`src/rtl/traffic_alarm_pkg.sv`:
```
package traffic_alarm_pkg;
  // ----------------------------------------------------------------
  // register map (byte addresses)
  // ----------------------------------------------------------------
  localparam logic [11:0] ADDR_CTRL = 12'h000;
  localparam logic [11:0] ADDR_BER_THR = 12'h004;
  localparam logic [11:0] ADDR_EBNO_THR = 12'h008;
  localparam logic [11:0] ADDR_SLIP_THR = 12'h00C;
  localparam logic [11:0] ADDR_DIST_THR = 12'h010;
  localparam logic [11:0] ADDR_STATUS = 12'h014;
  localparam logic [11:0] ADDR_IRQ_STAT = 12'h018;
  localparam logic [11:0] ADDR_IRQ_MASK = 12'h01C;
  localparam logic [11:0] ADDR_CRC_CNT = 12'h020;
  localparam logic [11:0] ADDR_EBIT_CNT = 12'h024;
  // ----------------------------------------------------------------
  // control fields
  // ----------------------------------------------------------------
  localparam int CTL_AUTOCENTRE = 0;
  localparam int CTL_BER_ACT = 1;
  localparam int CTL_AIS_ACT = 2;
  localparam int CTL_BACK_LO = 3;
  localparam int CTL_CRC_PROC = 5;
  localparam int CTL_EBIT_RET = 6;
  localparam int CTL_STRICT_ACQ = 7;
  localparam int CTL_DROP_INSERT = 8;
  localparam int CTL_CAS = 9;
  localparam int CTL_INS_ACTIVE = 10;
  localparam int CTL_CRC_SRC = 11;
  localparam int CTL_E1_BEARER = 12;
  localparam logic [12:0] CTRL_RESET = 13'h0007;
  // ----------------------------------------------------------------
  // irq bit positions (the status register shares only bits 0 and 1)
  // ----------------------------------------------------------------
  localparam int ST_PROMPT = 0;
  localparam int ST_DEFERRED = 1;
  localparam int ST_SLIP = 2;
  localparam int ST_REACQ = 3;
  localparam int ST_RECENTRE = 4;
  localparam int IRQ_W = 5;
  // ----------------------------------------------------------------
  // timing
  // ----------------------------------------------------------------
  localparam int CLK_HZ = 50000000;
  localparam int CRC_SYNC_MS = 8;
  localparam int CRC_SYNC_CYC = CLK_HZ / 1000 * CRC_SYNC_MS;
  localparam int HOUR_S = 3600;
  localparam longint CYC_PER_HOUR = longint'(CLK_HZ) * longint'(HOUR_S);
  localparam logic [15:0] SLIP_THR_RESET = 16'h03C0;
  typedef enum logic [1:0] {BACK_NORMAL, BACK_ALL_ONES, BACK_B_ONE, BACK_AB_ONE} back_mode_t;
  typedef struct packed {
    logic [3:0] sig_force;
    logic [3:0] sig_value;
  } sig_ovr_t;
endpackage

```
`src/rtl/traffic_alarm_consequent_actions.sv`:
```
`timescale 1ns/1ns
module traffic_alarm_consequent_actions
  import traffic_alarm_pkg::*;
#(
  parameter int CRC_SYNC_CYCLES = CRC_SYNC_CYC,
  parameter longint HOUR_CYCLES = CYC_PER_HOUR
) (
  input wire logic pclk,
  input wire logic presetn,
  input wire logic psel,
  input wire logic penable,
  input wire logic pwrite,
  input wire logic [11:0] paddr,
  input wire logic [31:0] pwdata,
  output logic [31:0] prdata,
  output logic pready,
  output logic pslverr,
  input wire logic rx_traffic_fail,
  input wire logic high_error,
  input wire logic all_ones_detected,
  input wire logic [15:0] user_err_est,
  input wire logic [15:0] demod_ebno,
  input wire logic [15:0] distant_ebno,
  input wire logic auto_uplink_power_control,
  input wire logic buffer_slip,
  input wire logic backward_alarm_rx,
  input wire logic crc_error,
  input wire logic ebit_rx,
  input wire logic crc_mf_sync,
  output logic buffer_recentre,
  output logic prompt_alarm,
  output logic deferred_alarm,
  output logic force_all_ones,
  output logic backward_alarm_tx,
  output logic insert_backward_alarm,
  output sig_ovr_t sig_override,
  output logic ebit_tx,
  output logic frame_reacquire,
  output logic irq
);
  // ----------------------------------------------------------------
  // registers
  // ----------------------------------------------------------------
  logic [12:0] ctrl_q;
  logic [15:0] ber_thr_q;
  logic [15:0] ebno_thr_q;
  logic [15:0] slip_thr_q;
  logic [15:0] dist_thr_q;
  logic [IRQ_W-1:0] irq_stat_q;
  logic [IRQ_W-1:0] irq_mask_q;
  logic [15:0] crc_cnt_q;
  logic [15:0] ebit_cnt_q;
  logic [IRQ_W-1:0] ev;
  logic wr_en;
  logic rd_en;
  logic crc_on;
  back_mode_t back_mode;

  function automatic logic addr_ok(input logic [11:0] a);
    addr_ok = (a <= ADDR_EBIT_CNT) && (a[1:0] == 2'b00);
  endfunction

  assign wr_en = psel && penable && pwrite;
  assign rd_en = psel && penable && !pwrite;
  assign back_mode = back_mode_t'(ctrl_q[CTL_BACK_LO+1:CTL_BACK_LO]);
  assign crc_on = ctrl_q[CTL_CRC_PROC] && ctrl_q[CTL_DROP_INSERT] && ctrl_q[CTL_E1_BEARER];

  always_ff @(posedge pclk or negedge presetn) begin
    if (!presetn) begin
      ctrl_q <= CTRL_RESET;
      ber_thr_q <= 16'hFFFF;
      ebno_thr_q <= 16'h0000;
      slip_thr_q <= SLIP_THR_RESET;
      dist_thr_q <= 16'h0000;
      irq_mask_q <= '0;
    end else if (wr_en) begin
      case (paddr)
        ADDR_CTRL: ctrl_q <= pwdata[12:0];
        ADDR_BER_THR: ber_thr_q <= pwdata[15:0];
        ADDR_EBNO_THR: ebno_thr_q <= pwdata[15:0];
        ADDR_SLIP_THR: slip_thr_q <= pwdata[15:0];
        ADDR_DIST_THR: dist_thr_q <= pwdata[15:0];
        ADDR_IRQ_MASK: irq_mask_q <= pwdata[IRQ_W-1:0];
        default: ;
      endcase
    end
  end

  // ----------------------------------------------------------------
  // apb read and answer
  // ----------------------------------------------------------------
  always_ff @(posedge pclk or negedge presetn) begin
    if (!presetn) begin
      prdata <= 32'h0000_0000;
      pready <= 1'b0;
      pslverr <= 1'b0;
    end else begin
      pready <= psel && !penable;
      pslverr <= psel && !penable && !addr_ok(paddr);
      if (psel && !penable && !pwrite) begin
        case (paddr)
          ADDR_CTRL: prdata <= {19'h0, ctrl_q};
          ADDR_BER_THR: prdata <= {16'h0, ber_thr_q};
          ADDR_EBNO_THR: prdata <= {16'h0, ebno_thr_q};
          ADDR_SLIP_THR: prdata <= {16'h0, slip_thr_q};
          ADDR_DIST_THR: prdata <= {16'h0, dist_thr_q};
          ADDR_STATUS: prdata <= {27'h0, frame_reacquire, force_all_ones, backward_alarm_tx,
                                  deferred_alarm, prompt_alarm};
          ADDR_IRQ_STAT: prdata <= {27'h0, irq_stat_q};
          ADDR_IRQ_MASK: prdata <= {27'h0, irq_mask_q};
          ADDR_CRC_CNT: prdata <= {16'h0, crc_cnt_q};
          ADDR_EBIT_CNT: prdata <= {16'h0, ebit_cnt_q};
          default: prdata <= 32'h0000_0000;
        endcase
      end
    end
  end

  // ----------------------------------------------------------------
  // buffer recentre
  // ----------------------------------------------------------------
  logic fail_q;
  always_ff @(posedge pclk or negedge presetn) begin
    if (!presetn) begin
      fail_q <= 1'b0;
      buffer_recentre <= 1'b0;
    end else begin
      fail_q <= rx_traffic_fail;
      buffer_recentre <= fail_q && !rx_traffic_fail && ctrl_q[CTL_AUTOCENTRE];
    end
  end

  // ----------------------------------------------------------------
  // prompt actions
  // ----------------------------------------------------------------
  logic ais_act;
  logic ais_alarm;
  assign ais_act = all_ones_detected && ctrl_q[CTL_AIS_ACT] && !ctrl_q[CTL_DROP_INSERT];
  assign ais_alarm = ais_act;
  always_ff @(posedge pclk or negedge presetn) begin
    if (!presetn) begin
      prompt_alarm <= 1'b0;
      force_all_ones <= 1'b0;
      backward_alarm_tx <= 1'b0;
    end else begin
      prompt_alarm <= high_error || ais_alarm;
      force_all_ones <= (high_error && ctrl_q[CTL_BER_ACT]) || ais_act
                        || (all_ones_detected && ctrl_q[CTL_DROP_INSERT]);
      backward_alarm_tx <= (high_error && ctrl_q[CTL_BER_ACT]) || ais_alarm;
    end
  end

  // ----------------------------------------------------------------
  // incoming backward alarm handling
  // ----------------------------------------------------------------
  logic cas_ins;
  assign cas_ins = ctrl_q[CTL_INS_ACTIVE] && ctrl_q[CTL_CAS];
  always_ff @(posedge pclk or negedge presetn) begin
    if (!presetn) begin
      insert_backward_alarm <= 1'b0;
      sig_override <= '0;
    end else begin
      insert_backward_alarm <= backward_alarm_rx && (!cas_ins || back_mode == BACK_NORMAL);
      sig_override.sig_value <= 4'hF;
      if (backward_alarm_rx && cas_ins) begin
        case (back_mode)
          BACK_ALL_ONES: sig_override.sig_force <= 4'hF;
          BACK_B_ONE: sig_override.sig_force <= 4'h4;
          BACK_AB_ONE: sig_override.sig_force <= 4'hC;
          default: sig_override.sig_force <= 4'h0;
        endcase
      end else begin
        sig_override.sig_force <= 4'h0;
      end
    end
  end

  // ----------------------------------------------------------------
  // bearer crc, e-bits, reacquisition
  // ----------------------------------------------------------------
  logic [22:0] sync_cnt_q;
  always_ff @(posedge pclk or negedge presetn) begin
    if (!presetn) begin
      crc_cnt_q <= 16'h0000;
      ebit_cnt_q <= 16'h0000;
      ebit_tx <= 1'b0;
    end else begin
      if (crc_on && ctrl_q[CTL_CRC_SRC] && crc_error && crc_cnt_q != 16'hFFFF) begin
        crc_cnt_q <= crc_cnt_q + 16'h0001;
      end
      if (crc_on && ebit_rx && ebit_cnt_q != 16'hFFFF) begin
        ebit_cnt_q <= ebit_cnt_q + 16'h0001;
      end
      ebit_tx <= crc_on && ctrl_q[CTL_EBIT_RET] && crc_error;
    end
  end

  always_ff @(posedge pclk or negedge presetn) begin
    if (!presetn) begin
      sync_cnt_q <= '0;
      frame_reacquire <= 1'b0;
    end else begin
      frame_reacquire <= 1'b0;
      if (!crc_on || !ctrl_q[CTL_STRICT_ACQ] || crc_mf_sync) begin
        sync_cnt_q <= '0;
      end else if (sync_cnt_q >= 23'(CRC_SYNC_CYCLES - 1)) begin
        sync_cnt_q <= '0;
        frame_reacquire <= 1'b1;
      end else begin
        sync_cnt_q <= sync_cnt_q + 23'd1;
      end
    end
  end

  // ----------------------------------------------------------------
  // deferred alarm and slip interval
  // ----------------------------------------------------------------
  logic [37:0] hour_div_q;
  logic [15:0] hours_q;
  logic slip_seen_q;
  logic slip_short_q;
  always_ff @(posedge pclk or negedge presetn) begin
    if (!presetn) begin
      hour_div_q <= '0;
      hours_q <= 16'h0000;
      slip_seen_q <= 1'b0;
      slip_short_q <= 1'b0;
    end else begin
      if (buffer_slip) begin
        hour_div_q <= '0;
        hours_q <= 16'h0000;
        slip_seen_q <= 1'b1;
        slip_short_q <= slip_seen_q && (hours_q < slip_thr_q);
      end else if (hour_div_q >= 38'(HOUR_CYCLES - 1)) begin
        hour_div_q <= '0;
        if (hours_q != 16'hFFFF) begin
          hours_q <= hours_q + 16'h0001;
        end
      end else begin
        hour_div_q <= hour_div_q + 38'd1;
      end
    end
  end

  always_ff @(posedge pclk or negedge presetn) begin
    if (!presetn) begin
      deferred_alarm <= 1'b0;
    end else begin
      deferred_alarm <= (user_err_est > ber_thr_q)
                        || (demod_ebno < ebno_thr_q)
                        || slip_short_q
                        || (auto_uplink_power_control && distant_ebno < dist_thr_q);
    end
  end

  // ----------------------------------------------------------------
  // interrupts
  // ----------------------------------------------------------------
  assign ev[ST_PROMPT] = high_error || ais_alarm;
  assign ev[ST_DEFERRED] = deferred_alarm;
  assign ev[ST_SLIP] = buffer_slip;
  assign ev[ST_REACQ] = frame_reacquire;
  assign ev[ST_RECENTRE] = buffer_recentre;
  always_ff @(posedge pclk or negedge presetn) begin
    if (!presetn) begin
      irq_stat_q <= '0;
      irq <= 1'b0;
    end else begin
      if (wr_en && paddr == ADDR_IRQ_STAT) begin
        irq_stat_q <= (irq_stat_q & ~pwdata[IRQ_W-1:0]) | ev;
      end else begin
        irq_stat_q <= irq_stat_q | ev;
      end
      irq <= |(irq_stat_q & irq_mask_q);
    end
  end

  // ----------------------------------------------------------------
  // checks
  // ----------------------------------------------------------------
  property p_recentre;
    @(posedge pclk) disable iff (!presetn)
    $fell(rx_traffic_fail) && ctrl_q[CTL_AUTOCENTRE] |=> buffer_recentre;
  endproperty
  a_recentre: assert property (p_recentre) else $error("no recentre");
  property p_no_recentre;
    @(posedge pclk) disable iff (!presetn)
    buffer_recentre |-> $past(ctrl_q[CTL_AUTOCENTRE]);
  endproperty
  a_no_recentre: assert property (p_no_recentre) else $error("recentre off");
  property p_ber;
    @(posedge pclk) disable iff (!presetn)
    high_error && ctrl_q[CTL_BER_ACT] |=> prompt_alarm && force_all_ones && backward_alarm_tx;
  endproperty
  a_ber: assert property (p_ber) else $error("high error actions");
  property p_ber_prompt;
    @(posedge pclk) disable iff (!presetn)
    high_error |=> prompt_alarm;
  endproperty
  a_ber_prompt: assert property (p_ber_prompt) else $error("prompt missing");
  property p_ais;
    @(posedge pclk) disable iff (!presetn)
    all_ones_detected && ctrl_q[CTL_AIS_ACT] && !ctrl_q[CTL_DROP_INSERT]
      |=> prompt_alarm && force_all_ones && backward_alarm_tx;
  endproperty
  a_ais: assert property (p_ais) else $error("no all-ones actions");
  property p_ais_di;
    @(posedge pclk) disable iff (!presetn)
    all_ones_detected && ctrl_q[CTL_DROP_INSERT] && !high_error
      |=> force_all_ones && !prompt_alarm && !backward_alarm_tx;
  endproperty
  a_ais_di: assert property (p_ais_di) else $error("drop insert all-ones");
  property p_ais_off;
    @(posedge pclk) disable iff (!presetn)
    all_ones_detected && !ctrl_q[CTL_AIS_ACT] && !ctrl_q[CTL_DROP_INSERT] && !high_error
      |=> !prompt_alarm && !force_all_ones && !backward_alarm_tx;
  endproperty
  a_ais_off: assert property (p_ais_off) else $error("ais actions not off");
  property p_insert;
    @(posedge pclk) disable iff (!presetn)
    backward_alarm_rx && cas_ins && back_mode == BACK_NORMAL |=> insert_backward_alarm;
  endproperty
  a_insert: assert property (p_insert) else $error("backward alarm not passed");
  property p_deferred_user;
    @(posedge pclk) disable iff (!presetn)
    user_err_est > ber_thr_q |=> deferred_alarm;
  endproperty
  a_deferred_user: assert property (p_deferred_user) else $error("no user deferred");
  property p_deferred_dist;
    @(posedge pclk) disable iff (!presetn)
    auto_uplink_power_control && distant_ebno < dist_thr_q |=> deferred_alarm;
  endproperty
  a_deferred_dist: assert property (p_deferred_dist) else $error("no distant deferred");
  property p_prompt_clear;
    @(posedge pclk) disable iff (!presetn)
    !high_error && !all_ones_detected |=> !prompt_alarm;
  endproperty
  a_prompt_clear: assert property (p_prompt_clear) else $error("prompt stuck");
  property p_sig_b;
    @(posedge pclk) disable iff (!presetn)
    backward_alarm_rx && cas_ins && back_mode == BACK_B_ONE |=> sig_override.sig_force == 4'h4;
  endproperty
  a_sig_b: assert property (p_sig_b) else $error("b bit force");
  property p_ebit;
    @(posedge pclk) disable iff (!presetn)
    ebit_tx |-> $past(crc_error) && $past(crc_on);
  endproperty
  a_ebit: assert property (p_ebit) else $error("bad e-bit");
  property p_reacq;
    @(posedge pclk) disable iff (!presetn)
    frame_reacquire |-> !$past(crc_mf_sync);
  endproperty
  a_reacq: assert property (p_reacq) else $error("reacquire with sync");
  c_recentre: cover property (@(posedge pclk) disable iff (!presetn) buffer_recentre);
  c_reacq: cover property (@(posedge pclk) disable iff (!presetn) frame_reacquire);
  c_deferred: cover property (@(posedge pclk) disable iff (!presetn) $rose(deferred_alarm));
  c_regen: cover property (@(posedge pclk) disable iff (!presetn) force_all_ones && !prompt_alarm);
  c_sig: cover property (@(posedge pclk) disable iff (!presetn) sig_override.sig_force != 4'h0);
endmodule // traffic_alarm_consequent_actions

```
`config.mk`:
```
export PLATFORM = sky130hd
export DESIGN_NAME = traffic_alarm_consequent_actions
export DESIGN_NICKNAME = d
export VERILOG_FILES = /design/src/rtl/traffic_alarm_pkg.sv /design/src/rtl/traffic_alarm_consequent_actions.sv
export SDC_FILE = /design/constraint.sdc
export NUM_CORES = 1
export LEC_CHECK = 0
export ABC_AREA = 1
export BUFFER_PORTS_ARGS = -buffer_cell sky130_fd_sc_hd__buf_2
export CELL_PAD_IN_SITES_DETAIL_PLACEMENT = 1
export CELL_PAD_IN_SITES_GLOBAL_PLACEMENT = 2
export CORE_MARGIN = 2
export CORE_UTILIZATION = 34
export DETAILED_ROUTE_END_ITERATION = 8
export PLACE_DENSITY_LB_ADDON = 0.1
export REMOVE_ABC_BUFFERS = 1
export SYNTH_ARGS = -nofsm -noshare
export SYNTH_HDL_FRONTEND = slang
export SYNTH_SLANG_ARGS = --single-unit
```
`constraint.sdc`:
```
create_clock -name pclk -period 2.1 [get_ports pclk]
set_input_delay 0 -clock pclk [delete_from_list [all_inputs] [get_ports pclk]]
set_output_delay 0 -clock pclk [all_outputs]
set_load 0.005 [all_outputs]
```
======== Word level (Yosys, flattened, before mapping) ========
Index checks and enable logic that the tools add are counted.
operators by class
  multiplexer cells ....................... 13
  bitwise logic cells ..................... 5
  reduce and logical (&&, ||, !) cells .... 57
  $lt $le $gt $ge ......................... 7
  add/subtract/negate cells ............... 5
  equal/unequal tests ..................... 15
operators by type and width
  cell                     count
  $pmux W16 S10            1
  $mux W38                 2
  $add A16 B1 Y16 const B  3
  $eq A12 B5 Y1 const B    4
  $lt A16 B16 Y1           3
  $mux W16                 3
  $ne A16 B16 Y1 const B   3
  $mux W23                 2
  $add A38 B1 Y38 const B  1
  $ge A38 B38 Y1 const B   1
  $logic_and A1 B1 Y1      27
  $eq A12 B4 Y1 const B    2
  $eq A12 B6 Y1 const B    2
  $add A23 B1 Y23 const B  1
  $ge A23 B19 Y1 const B   1
  $gt A16 B16 Y1           1
  $reduce_and A2 Y1        7
  $eq A12 B3 Y1 const B    1
  $le A12 B6 Y1 const B    1
  $logic_not A12 Y1        1
  $pmux W4 S3              1
  $and A5 B5 Y5            2
  $or A5 B5 Y5             2
  $logic_or A1 B1 Y1       9
  10 further kinds         21
word-level totals
  output and inout port bits .............. 51
  bits of input ports ..................... 106
  bits in registers ....................... 247

======== Depth between registers and ports, before layout ========
Gate-level depths: netlist of run 1.
  depth in word-level cells ............... 6
  gate-level depth with buffers ........... 13

======== Least setup slack after synthesis of run 1 ========
No wires, ideal clock.
  kind .................................... register to register
  from .................................... register crc_cnt_q[0]
  to ...................................... register crc_cnt_q[11]
  period minus slack after synthesis ...... 1.654 ns
  path slack .............................. 0.446 ns
  stages on the path, launching flop included .. 10
  data required time ...................... 1.968 ns
  data arrival time ....................... 1.522 ns
  buffers on the path ..................... 1
  cells stage by stage .................... dfrtp_1 > ha_1 > nand3_1 > nor2_1 > nand3_1 > nand2_1 > inv_1 > clkbuf_1 > nand2_1 > o21ai_0
on the way
  cells in the longest elaborated chain, start to end .. 2
  elaborated cells between the ends (all ways) .. 3
  those cells by class .................... add/sub: 1; eq/ne: 1; reduce/logical: 1
RTL lines
  item                                                     RTL line                                 text
  from (decl)                                              traffic_alarm_consequent_actions.sv:51   logic [15:0] crc_cnt_q;
  from (signal assigned)                                   traffic_alarm_consequent_actions.sv:189  crc_cnt_q <= crc_cnt_q + 16'h0001;
  branches (longest 2 deep; another with $add A16 B1 Y16)  n/a
Several ways; the timed one is not identified.
A chain may end at the register's enable or synchronous reset.

======== Worst setup path in the final report of run 1 ========
  from .................................... input paddr[6]
  to ...................................... register prdata[14]
on the way
  cells in the longest elaborated chain, start to end .. 2
  elaborated cells between the ends (all ways) .. 11
  those cells by class .................... eq/ne: 9; mux: 1; reduce/logical: 1
RTL lines
  item                                   RTL line                                 text
  from (decl)                            traffic_alarm_consequent_actions.sv:13   input wire logic [11:0] paddr,
  $eq A12 B6 Y1 (tied with other cells)  traffic_alarm_consequent_actions.sv:101  case (paddr)
  $pmux W16 S10 (*)                      traffic_alarm_consequent_actions.sv:101
  to (signal assigned)                   traffic_alarm_consequent_actions.sv:102  ADDR_CTRL: prdata <= {19'h0, ctrl_q};
  to (signal assigned)                   traffic_alarm_consequent_actions.sv:103  ADDR_BER_THR: prdata <= {16'h0, ber_thr_q};
  to (signal assigned)                   traffic_alarm_consequent_actions.sv:104  ADDR_EBNO_THR: prdata <= {16'h0, ebno_thr_q};
  to (decl)                              traffic_alarm_consequent_actions.sv:15   output logic [31:0] prdata,
Every way passes the cells marked *; elsewhere a longest branch is shown, timed or not.

==> results.toml, run 1 <==
[power_and_ir_drop]
ir_worst_vdd_v = 0.000545
p_sw_mw = 2.46
clock_power_share = 0.505
netSwitchingFraction = 0.235
p_per_area_nw_per_um2 = 622
leakage_nw = 7.83
pwr-share-comb = 0.065
p_int_mw = 7.99
sequentialPowerShare = 0.430

[logic_synthesis]
synth_flop_cell = "dfrtp_1"
ys_async_sr_fraction = 1.00
yosys-mux-area-fraction = 0
synth_area_um2 = 13800
syn_area_per_cell_um2 = 7.32
synth_edf_count = 0
ys_types = 37
synth_adder_area_share = 0.0599
yosysSeqAreaShare = 0.420
yosys_warnings = 0
synth-compound-area-share = 0.0715
synth_seq_cells = 230
synth_simple_gate_area_share = 0.322
syn_inst = 1882
synth_xor_area_frac = 0.0388
synth_top_family_by_area = "simple AND/OR/NAND/NOR gates"

[clocking]
cts_tree = "built"
clock_latency_ns = 0.57
cts_buffers = 30
clk_pin_slew_worst_paths_ns = 0.06
cts.sinks = 230
cts_root_buf = "clkbuf_16"
cts_buffer_depth = 3
h-tree-depth = 1

[global_route]
grt_pass1_wl_mm = 74.6
antenna_found_initial = 0
grt_pass1_vias = 13500
grt_max_degree = 52
overflow = 0
grtUsageTotal = 0.230

[setup_path]
critPathArrivalTime_ns = 2.43
required_ns = 2.62
cp_slowest_cell = "dlygate4sd3_1"
end_kind = "flop"
path_max_fanout = 4
cpPeakStageDelay_ns = 0.58
cpMostUsedCell = "nand2_1"
criticalPathCategory = "primary input to flop"
path_cells = "dlygate4sd3_1 -> buf_2 -> nor2_2 -> dlygate4sd3_1 -> nand3_1 -> dlygate4sd3_1 -> nand2_1 -> nand2_1 -> nor2_1 -> nand2_1 -> nand2_1"
startpoint_type = "primary input"

[sta]
max_freq_ghz = 0.524
slew_headroom = 0.581
setup_viol = 0
finalCriticalPeriod_ns = 1.91
skew_ns = 0.0142
hold_violations = 0
rsz0062_at_grt = "false"
finalCritPeriodShare = 0.909
worst_pin_slew_ns = 0.628
slew_violations = 0

[cells_and_area]
layout_common_cells = "488 x nand2_1, 241 x nor2_1, 223 x inv_1"
diodes = 0
final_common_cell = "nand2_1"
fin_nets = 2267
final_layout_size_suffix_gt1_frac = 0.136
instances_no_fill = 2642
post-route-util = 0.421
syn2layout_area_growth_pct = 21.9
final_area_um2 = 16800

[die]
fp-row-count = 73
dieArea_um2 = 42200
die_height_um = 205
die_w_um = 205
pin_count = 157
initial_utilization = 0.345
coreArea_um2 = 39900

[detailed_routing]
route.detailed.drc = 0
postRouteAntennaNets = 0
drtPass1Iterations = 4
vias = 12900
drtIter0Drc = 635
wl_mm = 47.8
routedWlPerCell_um = 18.1
vias_per_cell = 4.89

[place]
placedCellCount = 2549
port-buffer-count = 124
placed_area_um2 = 15400
dp.final_hpwl_mm = 37.0
place_congestion = 0.847

[run_status]
outcome = "completed"

[worst_hold_path]
hold_path_class = "primary input to flop"

[job]
maxCapViolCount = 0
==> metrics by stage <==
stage / worst slack, ns / TNS, ns / power, mW / hold WS, ns
final: 0.190 / 0 / 10.4 / 0.0267
after global routing: 0.0546 / 0 / 10.9 / 0.0479
after CTS: 0.172 / 0 / 10.6 / 0.00304
after detailed placement: 0.182 / 0 / 5.20 / -0.0176
after global placement: 0.230 / 0 / 5.18 / -0.0211
after floorplan: -0.288 / -6.65 / 4.79 / -0.296
==> worst paths after layout <==
path	start	endpoint	slack [ns]	depth (start not counted)
max	paddr[6]	prdata[14]	0.19	11
min	pwrite	prdata[1]	0.03	6
max reg2reg	hour_div_q[0]	hour_div_q[28]	0.22	9
min reg2reg	buffer_recentre	irq_stat_q[4]	0.47	2
max in group asynchronous	presetn	hour_div_q[36]	0.92	4
min in group asynchronous	presetn	crc_cnt_q[2]	0.49	3
==> metal layers <==
| layer | global-route usage | wire length [um] |
|---|---|---|
| met2 | 0.408 | 23500 |
| met4 | 0.0604 | 1290 |
| met1 | 0.298 | 21800 |
| met5 | 0 | 0 |
| met3 | 0.0241 | 1270 |
==> state kept, by name, indices dropped and copies added, names as in the netlist, 4 cells and up <==
name / cells
hours_q: 16
ber_thr_q: 16
sig_override: 4
ctrl_q: 13
crc_cnt_q: 16
prdata: 16
dist_thr_q: 16
hour_div_q: 38
ebit_cnt_q: 16
slip_thr_q: 16
irq_stat_q: 5
ebno_thr_q: 16
irq_mask_q: 5
sync_cnt_q: 23
==> logic make-up (layout without fill, tap and decap cells) <==
| group | after synthesis | after routing |
|---|---|---|
| simple gates | 1041 | 1041 |
| buf+inv | 290 | 506 |
| flops | 230 | 230 |
| compound gates | 192 | 192 |
| fa+ha+maj | 66 | 66 |
| xor+xnor | 61 | 61 |
| other cells | 2 | 21 |
==> synth_stat cells, types with 14 or more instances <==
cell type	instances	share of area
a21oi_1	41	0.015
nand3_1	197	0.072
nand2_1	488	0.13
nand4_1	24	0.011
dfstp_2	23	0.044
xor2_1	47	0.030
dfrtp_1	207	0.38
buf_4	25	0.014
inv_1	224	0.061
o21ai_0	134	0.049
ha_1	66	0.060
nor3_1	52	0.019
xnor2_1	14	0.0089
nor2_1	242	0.066
clkbuf_1	25	0.0068
==> cell type report <==
| cell class | instances | area [um2] |
|---|---|---|
| Fill cell | 5004 | 23100 |
| Clock buffer | 46 | 932 |
| Clock inverter | 8 | 95.1 |
| Inverter | 224 | 841 |
| Tap cell | 525 | 657 |
| Sequential cell | 230 | 5780 |
| Multi-Input combinational cell | 1381 | 6880 |
| Timing Repair Buffer | 228 | 1620 |
==> timing repair <==
item | 4_1_cts | 5_1_grt
hold endpoints to repair | 329 | 0
setup buffers | 0 | 0
resized for setup | 0 | 3
setup endpoints to repair | 0 | 13
hold buffers | 39 | 0
==> power groups by stage <==
stage	sequential, mW	clock [mW]	combinational [mW]
finish	4.50	5.27	0.675
global route	4.50	5.61	0.766
CTS	4.50	5.43	0.691
detailed placement	4.57	0	0.628
global placement	4.57	0	0.613
floorplan	4.57	0	0.228
==> critical path, delay by kind of cell <==
kind          cells  cell delay (ns)
simple gates      7             0.64
buf+inv           4             1.80
No activity file was read; power rests on OpenSTA's default activity.
==> run 2, diff against run 1 <==
CORE_UTILIZATION = 35   (was 34)
CTS_BUF_LIST = sky130_fd_sc_hd__clkbuf_4   (was default)
CTS_CLUSTER_SIZE = 14   (was default)
==> results.toml, run 2 (synthesized netlist as in run 1, its figures left out) <==
[run_status]
outcome = "completed"

[clocking]
cts_root_buf = "clkbuf_4"
clk_pin_slew_worst_paths_ns = 0.06
cts_buffer_depth = 3
h-tree-depth = 3
clock_latency_ns = 0.79
cts.sinks = 230
cts_buffers = 73
cts_tree = "built"

[global_route]
overflow = 0
grt_pass1_vias = 14700
grt_max_degree = 53
grt_pass1_wl_mm = 79.6
grtUsageTotal = 0.249
antenna_found_initial = 2

[setup_path]
path_max_fanout = 3
required_ns = 2.75
path_cells = "dlygate4sd3_1 -> buf_2 -> nor2_1 -> nand3_1 -> dlygate4sd3_1 -> a21oi_1 -> nand3_1 -> nand2_1 -> a21boi_0 -> dlygate4sd3_1"
cpPeakStageDelay_ns = 0.73
cp.buffers_inverters = 4
cp_slowest_cell = "dlygate4sd3_1"
criticalPathCategory = "primary input to flop"
startpoint_type = "primary input"
cpMostUsedCell = "dlygate4sd3_1"
critPathArrivalTime_ns = 2.68
crit_family = "buffers and inverters"
end_kind = "flop"

[die]
coreArea_um2 = 38700
fp-row-count = 72
die_w_um = 202
initial_utilization = 0.356
dieArea_um2 = 41000
die_height_um = 202
pin_count = 157

[detailed_routing]
postRouteAntennaNets = 0
drtPass1Iterations = 5
vias = 13600
drtIter0Drc = 567
route.detailed.drc = 0
vias_per_cell = 4.86
wl_mm = 49.3
routedWlPerCell_um = 17.6

[worst_hold_path]
hold_path_class = "primary input to flop"

[sta]
slew_violations = 0
finalCritPeriodShare = 0.969
worst_pin_slew_ns = 0.510
skew_ns = 0.0373
max_freq_ghz = 0.491
hold_violations = 0
slew_headroom = 0.657
rsz0062_at_grt = "true"
setup_viol = 0
finalCriticalPeriod_ns = 2.04

[cells_and_area]
final_area_um2 = 17500
regMostFlops = "hour_div_q"
layout_common_cells = "488 x nand2_1, 240 x nor2_1, 222 x inv_1"
final_layout_size_suffix_gt1_frac = 0.164
top_regs = "hour_div_q (38), sync_cnt_q (23)"
syn2layout_area_growth_pct = 27.3
largest_reg_flops = 38
final_common_cell = "nand2_1"
fillers = 4990
regArea_um2 = 5780
multi_input_area_um2 = 6880
fin_nets = 2392

[power_and_ir_drop]
p_total_mw = 10.2
p_per_area_nw_per_um2 = 581
ir_worst_vdd_v = 0.000478
leakage_nw = 8.26

[place]
place_congestion = 0.853
dp.final_hpwl_mm = 36.1
port-buffer-count = 124
placed_area_um2 = 15400

[job]
maxCapViolCount = 0
run 2: cell types whose count changed in the layout (fill, tap and decap cells not counted), sizes merged, moves of 2 or more:
cell         change
clkbuf          +65
buf             +13
clkinvlp         -2
inv              +3
diode            +4
clkinv          +10
dlygate4sd3     +68
run 2: stage by stage:
| step | TNS [ns] | utilization | cells | hold slack [ns] | worst slack, ns |
|---|---|---|---|---|---|
| after floorplan | -6.65 | - | 1835 | -0.296 | -0.288 |
| after global placement | 0 | 0.398 | 2553 | -0.0114 | 0.0189 |
| after detailed placement | 0 | 0.398 | 2553 | -0.0146 | 0.0108 |
| after CTS | 0 | 0.452 | 2793 | 0.00370 | 0.0272 |
| after global routing | -0.0332 | 0.453 | 2798 | 0.0654 | -0.0332 |
| final | 0 | 0.453 | 2798 | 0.0688 | 0.0643 |
run 2: power breakdown:
part	total, mW	internal (mW)	switching [mW]	leakage (nW)
clock network	4.92	2.77	2.15	0.590
logic	0.783	0.336	0.447	4.68
registers	4.50	4.47	0.0304	2.99
total	10.2	7.57	2.63	8.26
run 2: worst min-delay path, cell delays in order:
cell	delay (ns)
buf_2	0.09
ha_1	0.22
nand2_1	0.05
inv_1	0.05
nand3_1	0.13
nor2_1	0.07
nand2_1	0.05
nand3_1	0.06
nand3_1	0.09
run 2: repair_timing:
action | in CTS | in global routing
hold endpoints to repair | 418 | 0
hold buffers | 109 | 0
endpoints found under the setup margin | 0 | 4
gates resized for setup | 0 | 8
buffers inserted | 0 | 2
run 2: area by class of cell:
type,count,share of cell area
multi-input cells,1381,0.392
flip-flops and latches,230,0.330
repair buffers,310,0.137
inverters,224,0.0479
clock buffers,111,0.0475
well taps,518,0.0369
clock inverters,20,0.00884
diodes,4,0.000570
run 2: per-layer routing:
layer / vias to the layer above / GRT usage / part of all wire
li1: 6724 / - / -
met1: 6521 / 0.311 / 0.45
met2: 247 / 0.424 / 0.48
met3: 106 / 0.0443 / 0.035
met4: 0 / 0.104 / 0.039
met5: - / 0 / 0
run 2: final timing paths:
| path | start | endpoint | slack [ns] | cells past startpoint |
|---|---|---|---|---|
| worst max-delay path | paddr[9] | pslverr | 0.06 | 10 |
| worst min-delay path | distant_ebno[14] | deferred_alarm | 0.07 | 9 |
| worst max register to register | dist_thr_q[13] | deferred_alarm | 0.13 | 10 |
| worst min register to register | prdata[2] | prdata[2] | 0.47 | 2 |
| max in group asynchronous | presetn | hour_div_q[0] | 1.23 | 4 |
| min in group asynchronous | presetn | ber_thr_q[11] | 0.47 | 3 |
==> run 3, diff against run 2 <==
CAP_MARGIN = 5   (was default)
CORE_ASPECT_RATIO = 0.7   (was default)
==> results.toml, run 3 (synthesized netlist as in run 1, its figures left out) <==
[place]
place_congestion = 0.859
placed_area_um2 = 15400
port-buffer-count = 124
pre_cts_ws_ns = 0.119
dp.final_hpwl_mm = 37.4

[detailed_routing]
drtIter0Drc = 758
route.detailed.drc = 0
drtPass1Iterations = 5
routedWlPerCell_um = 18.1
postRouteAntennaNets = 0
vias = 13600
wl_mm = 49.8
vias_per_cell = 4.95

[clocking]
cts_buffers = 69
h-tree-depth = 3
cts_root_buf = "clkbuf_4"
cts_tree = "built"
cts_buffer_depth = 3
clock_latency_ns = 0.73
cts.sinks = 230
clk_pin_slew_worst_paths_ns = 0.07

[die]
fp-row-count = 60
die_w_um = 241
dieArea_um2 = 41000
pin_count = 157
initial_utilization = 0.357
coreArea_um2 = 38600
die_height_um = 170

[global_route]
antenna_found_initial = 2
grtUsageTotal = 0.249
grt_pass1_wl_mm = 77.9
grt_max_degree = 53
overflow = 0
grt_pass1_vias = 13800

[cells_and_area]
final_area_um2 = 17100
post-route-util = 0.444
syn2layout_area_growth_pct = 24.3
final_common_cell = "nand2_1"
layout_common_cells = "488 x nand2_1, 238 x nor2_1, 221 x inv_1"
final_layout_size_suffix_gt1_frac = 0.158
top_regs = "hour_div_q (38), sync_cnt_q (23)"
regMostFlops = "hour_div_q"
largest_reg_flops = 38
fin_nets = 2354

[sta]
finalCriticalPeriod_ns = 2.05
fin_hold_ws_ns = 0.0518
finalCritPeriodShare = 0.977
slew_headroom = 0.577
worst_slack_ns = 0.0480
hold_violations = 0
skew_ns = 0.0314
setup_viol = 0
max_freq_ghz = 0.487
tns_ns = 0
slew_violations = 0
worst_pin_slew_ns = 0.628
rsz0062_at_grt = "false"

[power_and_ir_drop]
netSwitchingFraction = 0.261
p_per_area_nw_per_um2 = 571
p_int_mw = 7.24
p_sw_mw = 2.55
clock_power_share = 0.466
leakage_nw = 8.02
ir_worst_vdd_v = 0.000259
sequentialPowerShare = 0.459
pwr-share-comb = 0.075

[setup_path]
r2r_setup_slack_ns = 0.09
criticalPathCategory = "primary input to flop"
path_max_fanout = 14
startpoint_type = "primary input"
regToRegStartpoint = "ber_thr_q[1]"
reg2reg_depth = 8
end_kind = "flop"
required_ns = 2.70
rr_endpoint = "deferred_alarm"
critPathArrivalTime_ns = 2.65

[run_status]
outcome = "completed"

[worst_hold_path]
min_from = "distant_ebno[9]"
hold_depth = 7
hold_path_class = "primary input to flop"
hold_path_end = "deferred_alarm"

[job]
maxCapViolCount = 0
run 3: changes by cell type in the layout (fill, tap and decap cells not counted), moves of 2 or more:
cell	delta
dlygate4sd3_1	-26
clkbuf_4	-13
buf_4	-8
clkinv_1	-5
inv_2	-4
diode_2	-3
clkinvlp_4	+2
nand3_2	-2
nor2_1	-2
run 3: worst max-delay path by stage:
stage	from	cells after the start	end	slack, ns
5_1_grt	ber_thr_q[1]	8	deferred_alarm	0.0005
3_3_place_gp	paddr[1]	10	prdata[9]	0.15
3_5_place_dp	paddr[1]	10	prdata[9]	0.12
4_1_cts	penable	9	prdata[8]	0.04
6_report	penable	9	prdata[8]	0.05
2_1_floorplan	paddr[8]	5	ebno_thr_q[0]	-0.29
run 3: worst max-delay path, cell delays in order:
cell and delay [ns]:
dlygate4sd3_1 0.52, buf_2 0.11, dlygate4sd3_1 0.55, nor2_1 0.05, dlygate4sd3_1 0.59, nand2_1 0.16, clkinvlp_4 0.40, nand2_1 0.21
nand2_1 0.06
run 3: metal layers:
metal	routed length, um	global-route usage
met5	0	0
met4	841	0.0590
met3	2570	0.0488
met2	20700	0.361
met1	25700	0.376
run 3: area by class of cell:
cell class / count / area (um2)
Tap cell: 527 / 659
Clock inverter: 11 / 120
Sequential cell: 230 / 5780
Inverter: 224 / 848
Timing Repair Buffer: 276 / 2090
Fill cell: 4962 / 21400
Clock buffer: 98 / 736
Antenna cell: 1 / 2.50
Multi-Input combinational cell: 1381 / 6900
run 3: power groups by stage:
stage                     clock network [mW]  logic [mW]  registers, mW
final                                   4.57       0.734           4.49
after global routing                    4.96       0.826           4.50
after CTS                               4.74       0.735           4.49
after detailed placement                   0       0.613           4.57
after global placement                     0       0.592           4.57
after floorplan                            0       0.228           4.57
run 3: repair_timing:
action | in CTS | in global routing
resized for setup | 0 | 10
setup buffers | 0 | 5
hold buffers | 81 | 0
endpoints found under the setup margin | 0 | 39
hold endpoints to repair | 407 | 0
run 3: per-stage QoR:
stage | power, mW | instances
2_1_floorplan | 4.79 | 1835
3_3_place_gp | 5.17 | 2552
3_5_place_dp | 5.19 | 2552
4_1_cts | 9.97 | 2742
5_1_grt | 10.3 | 2748
6_report | 9.79 | 2748
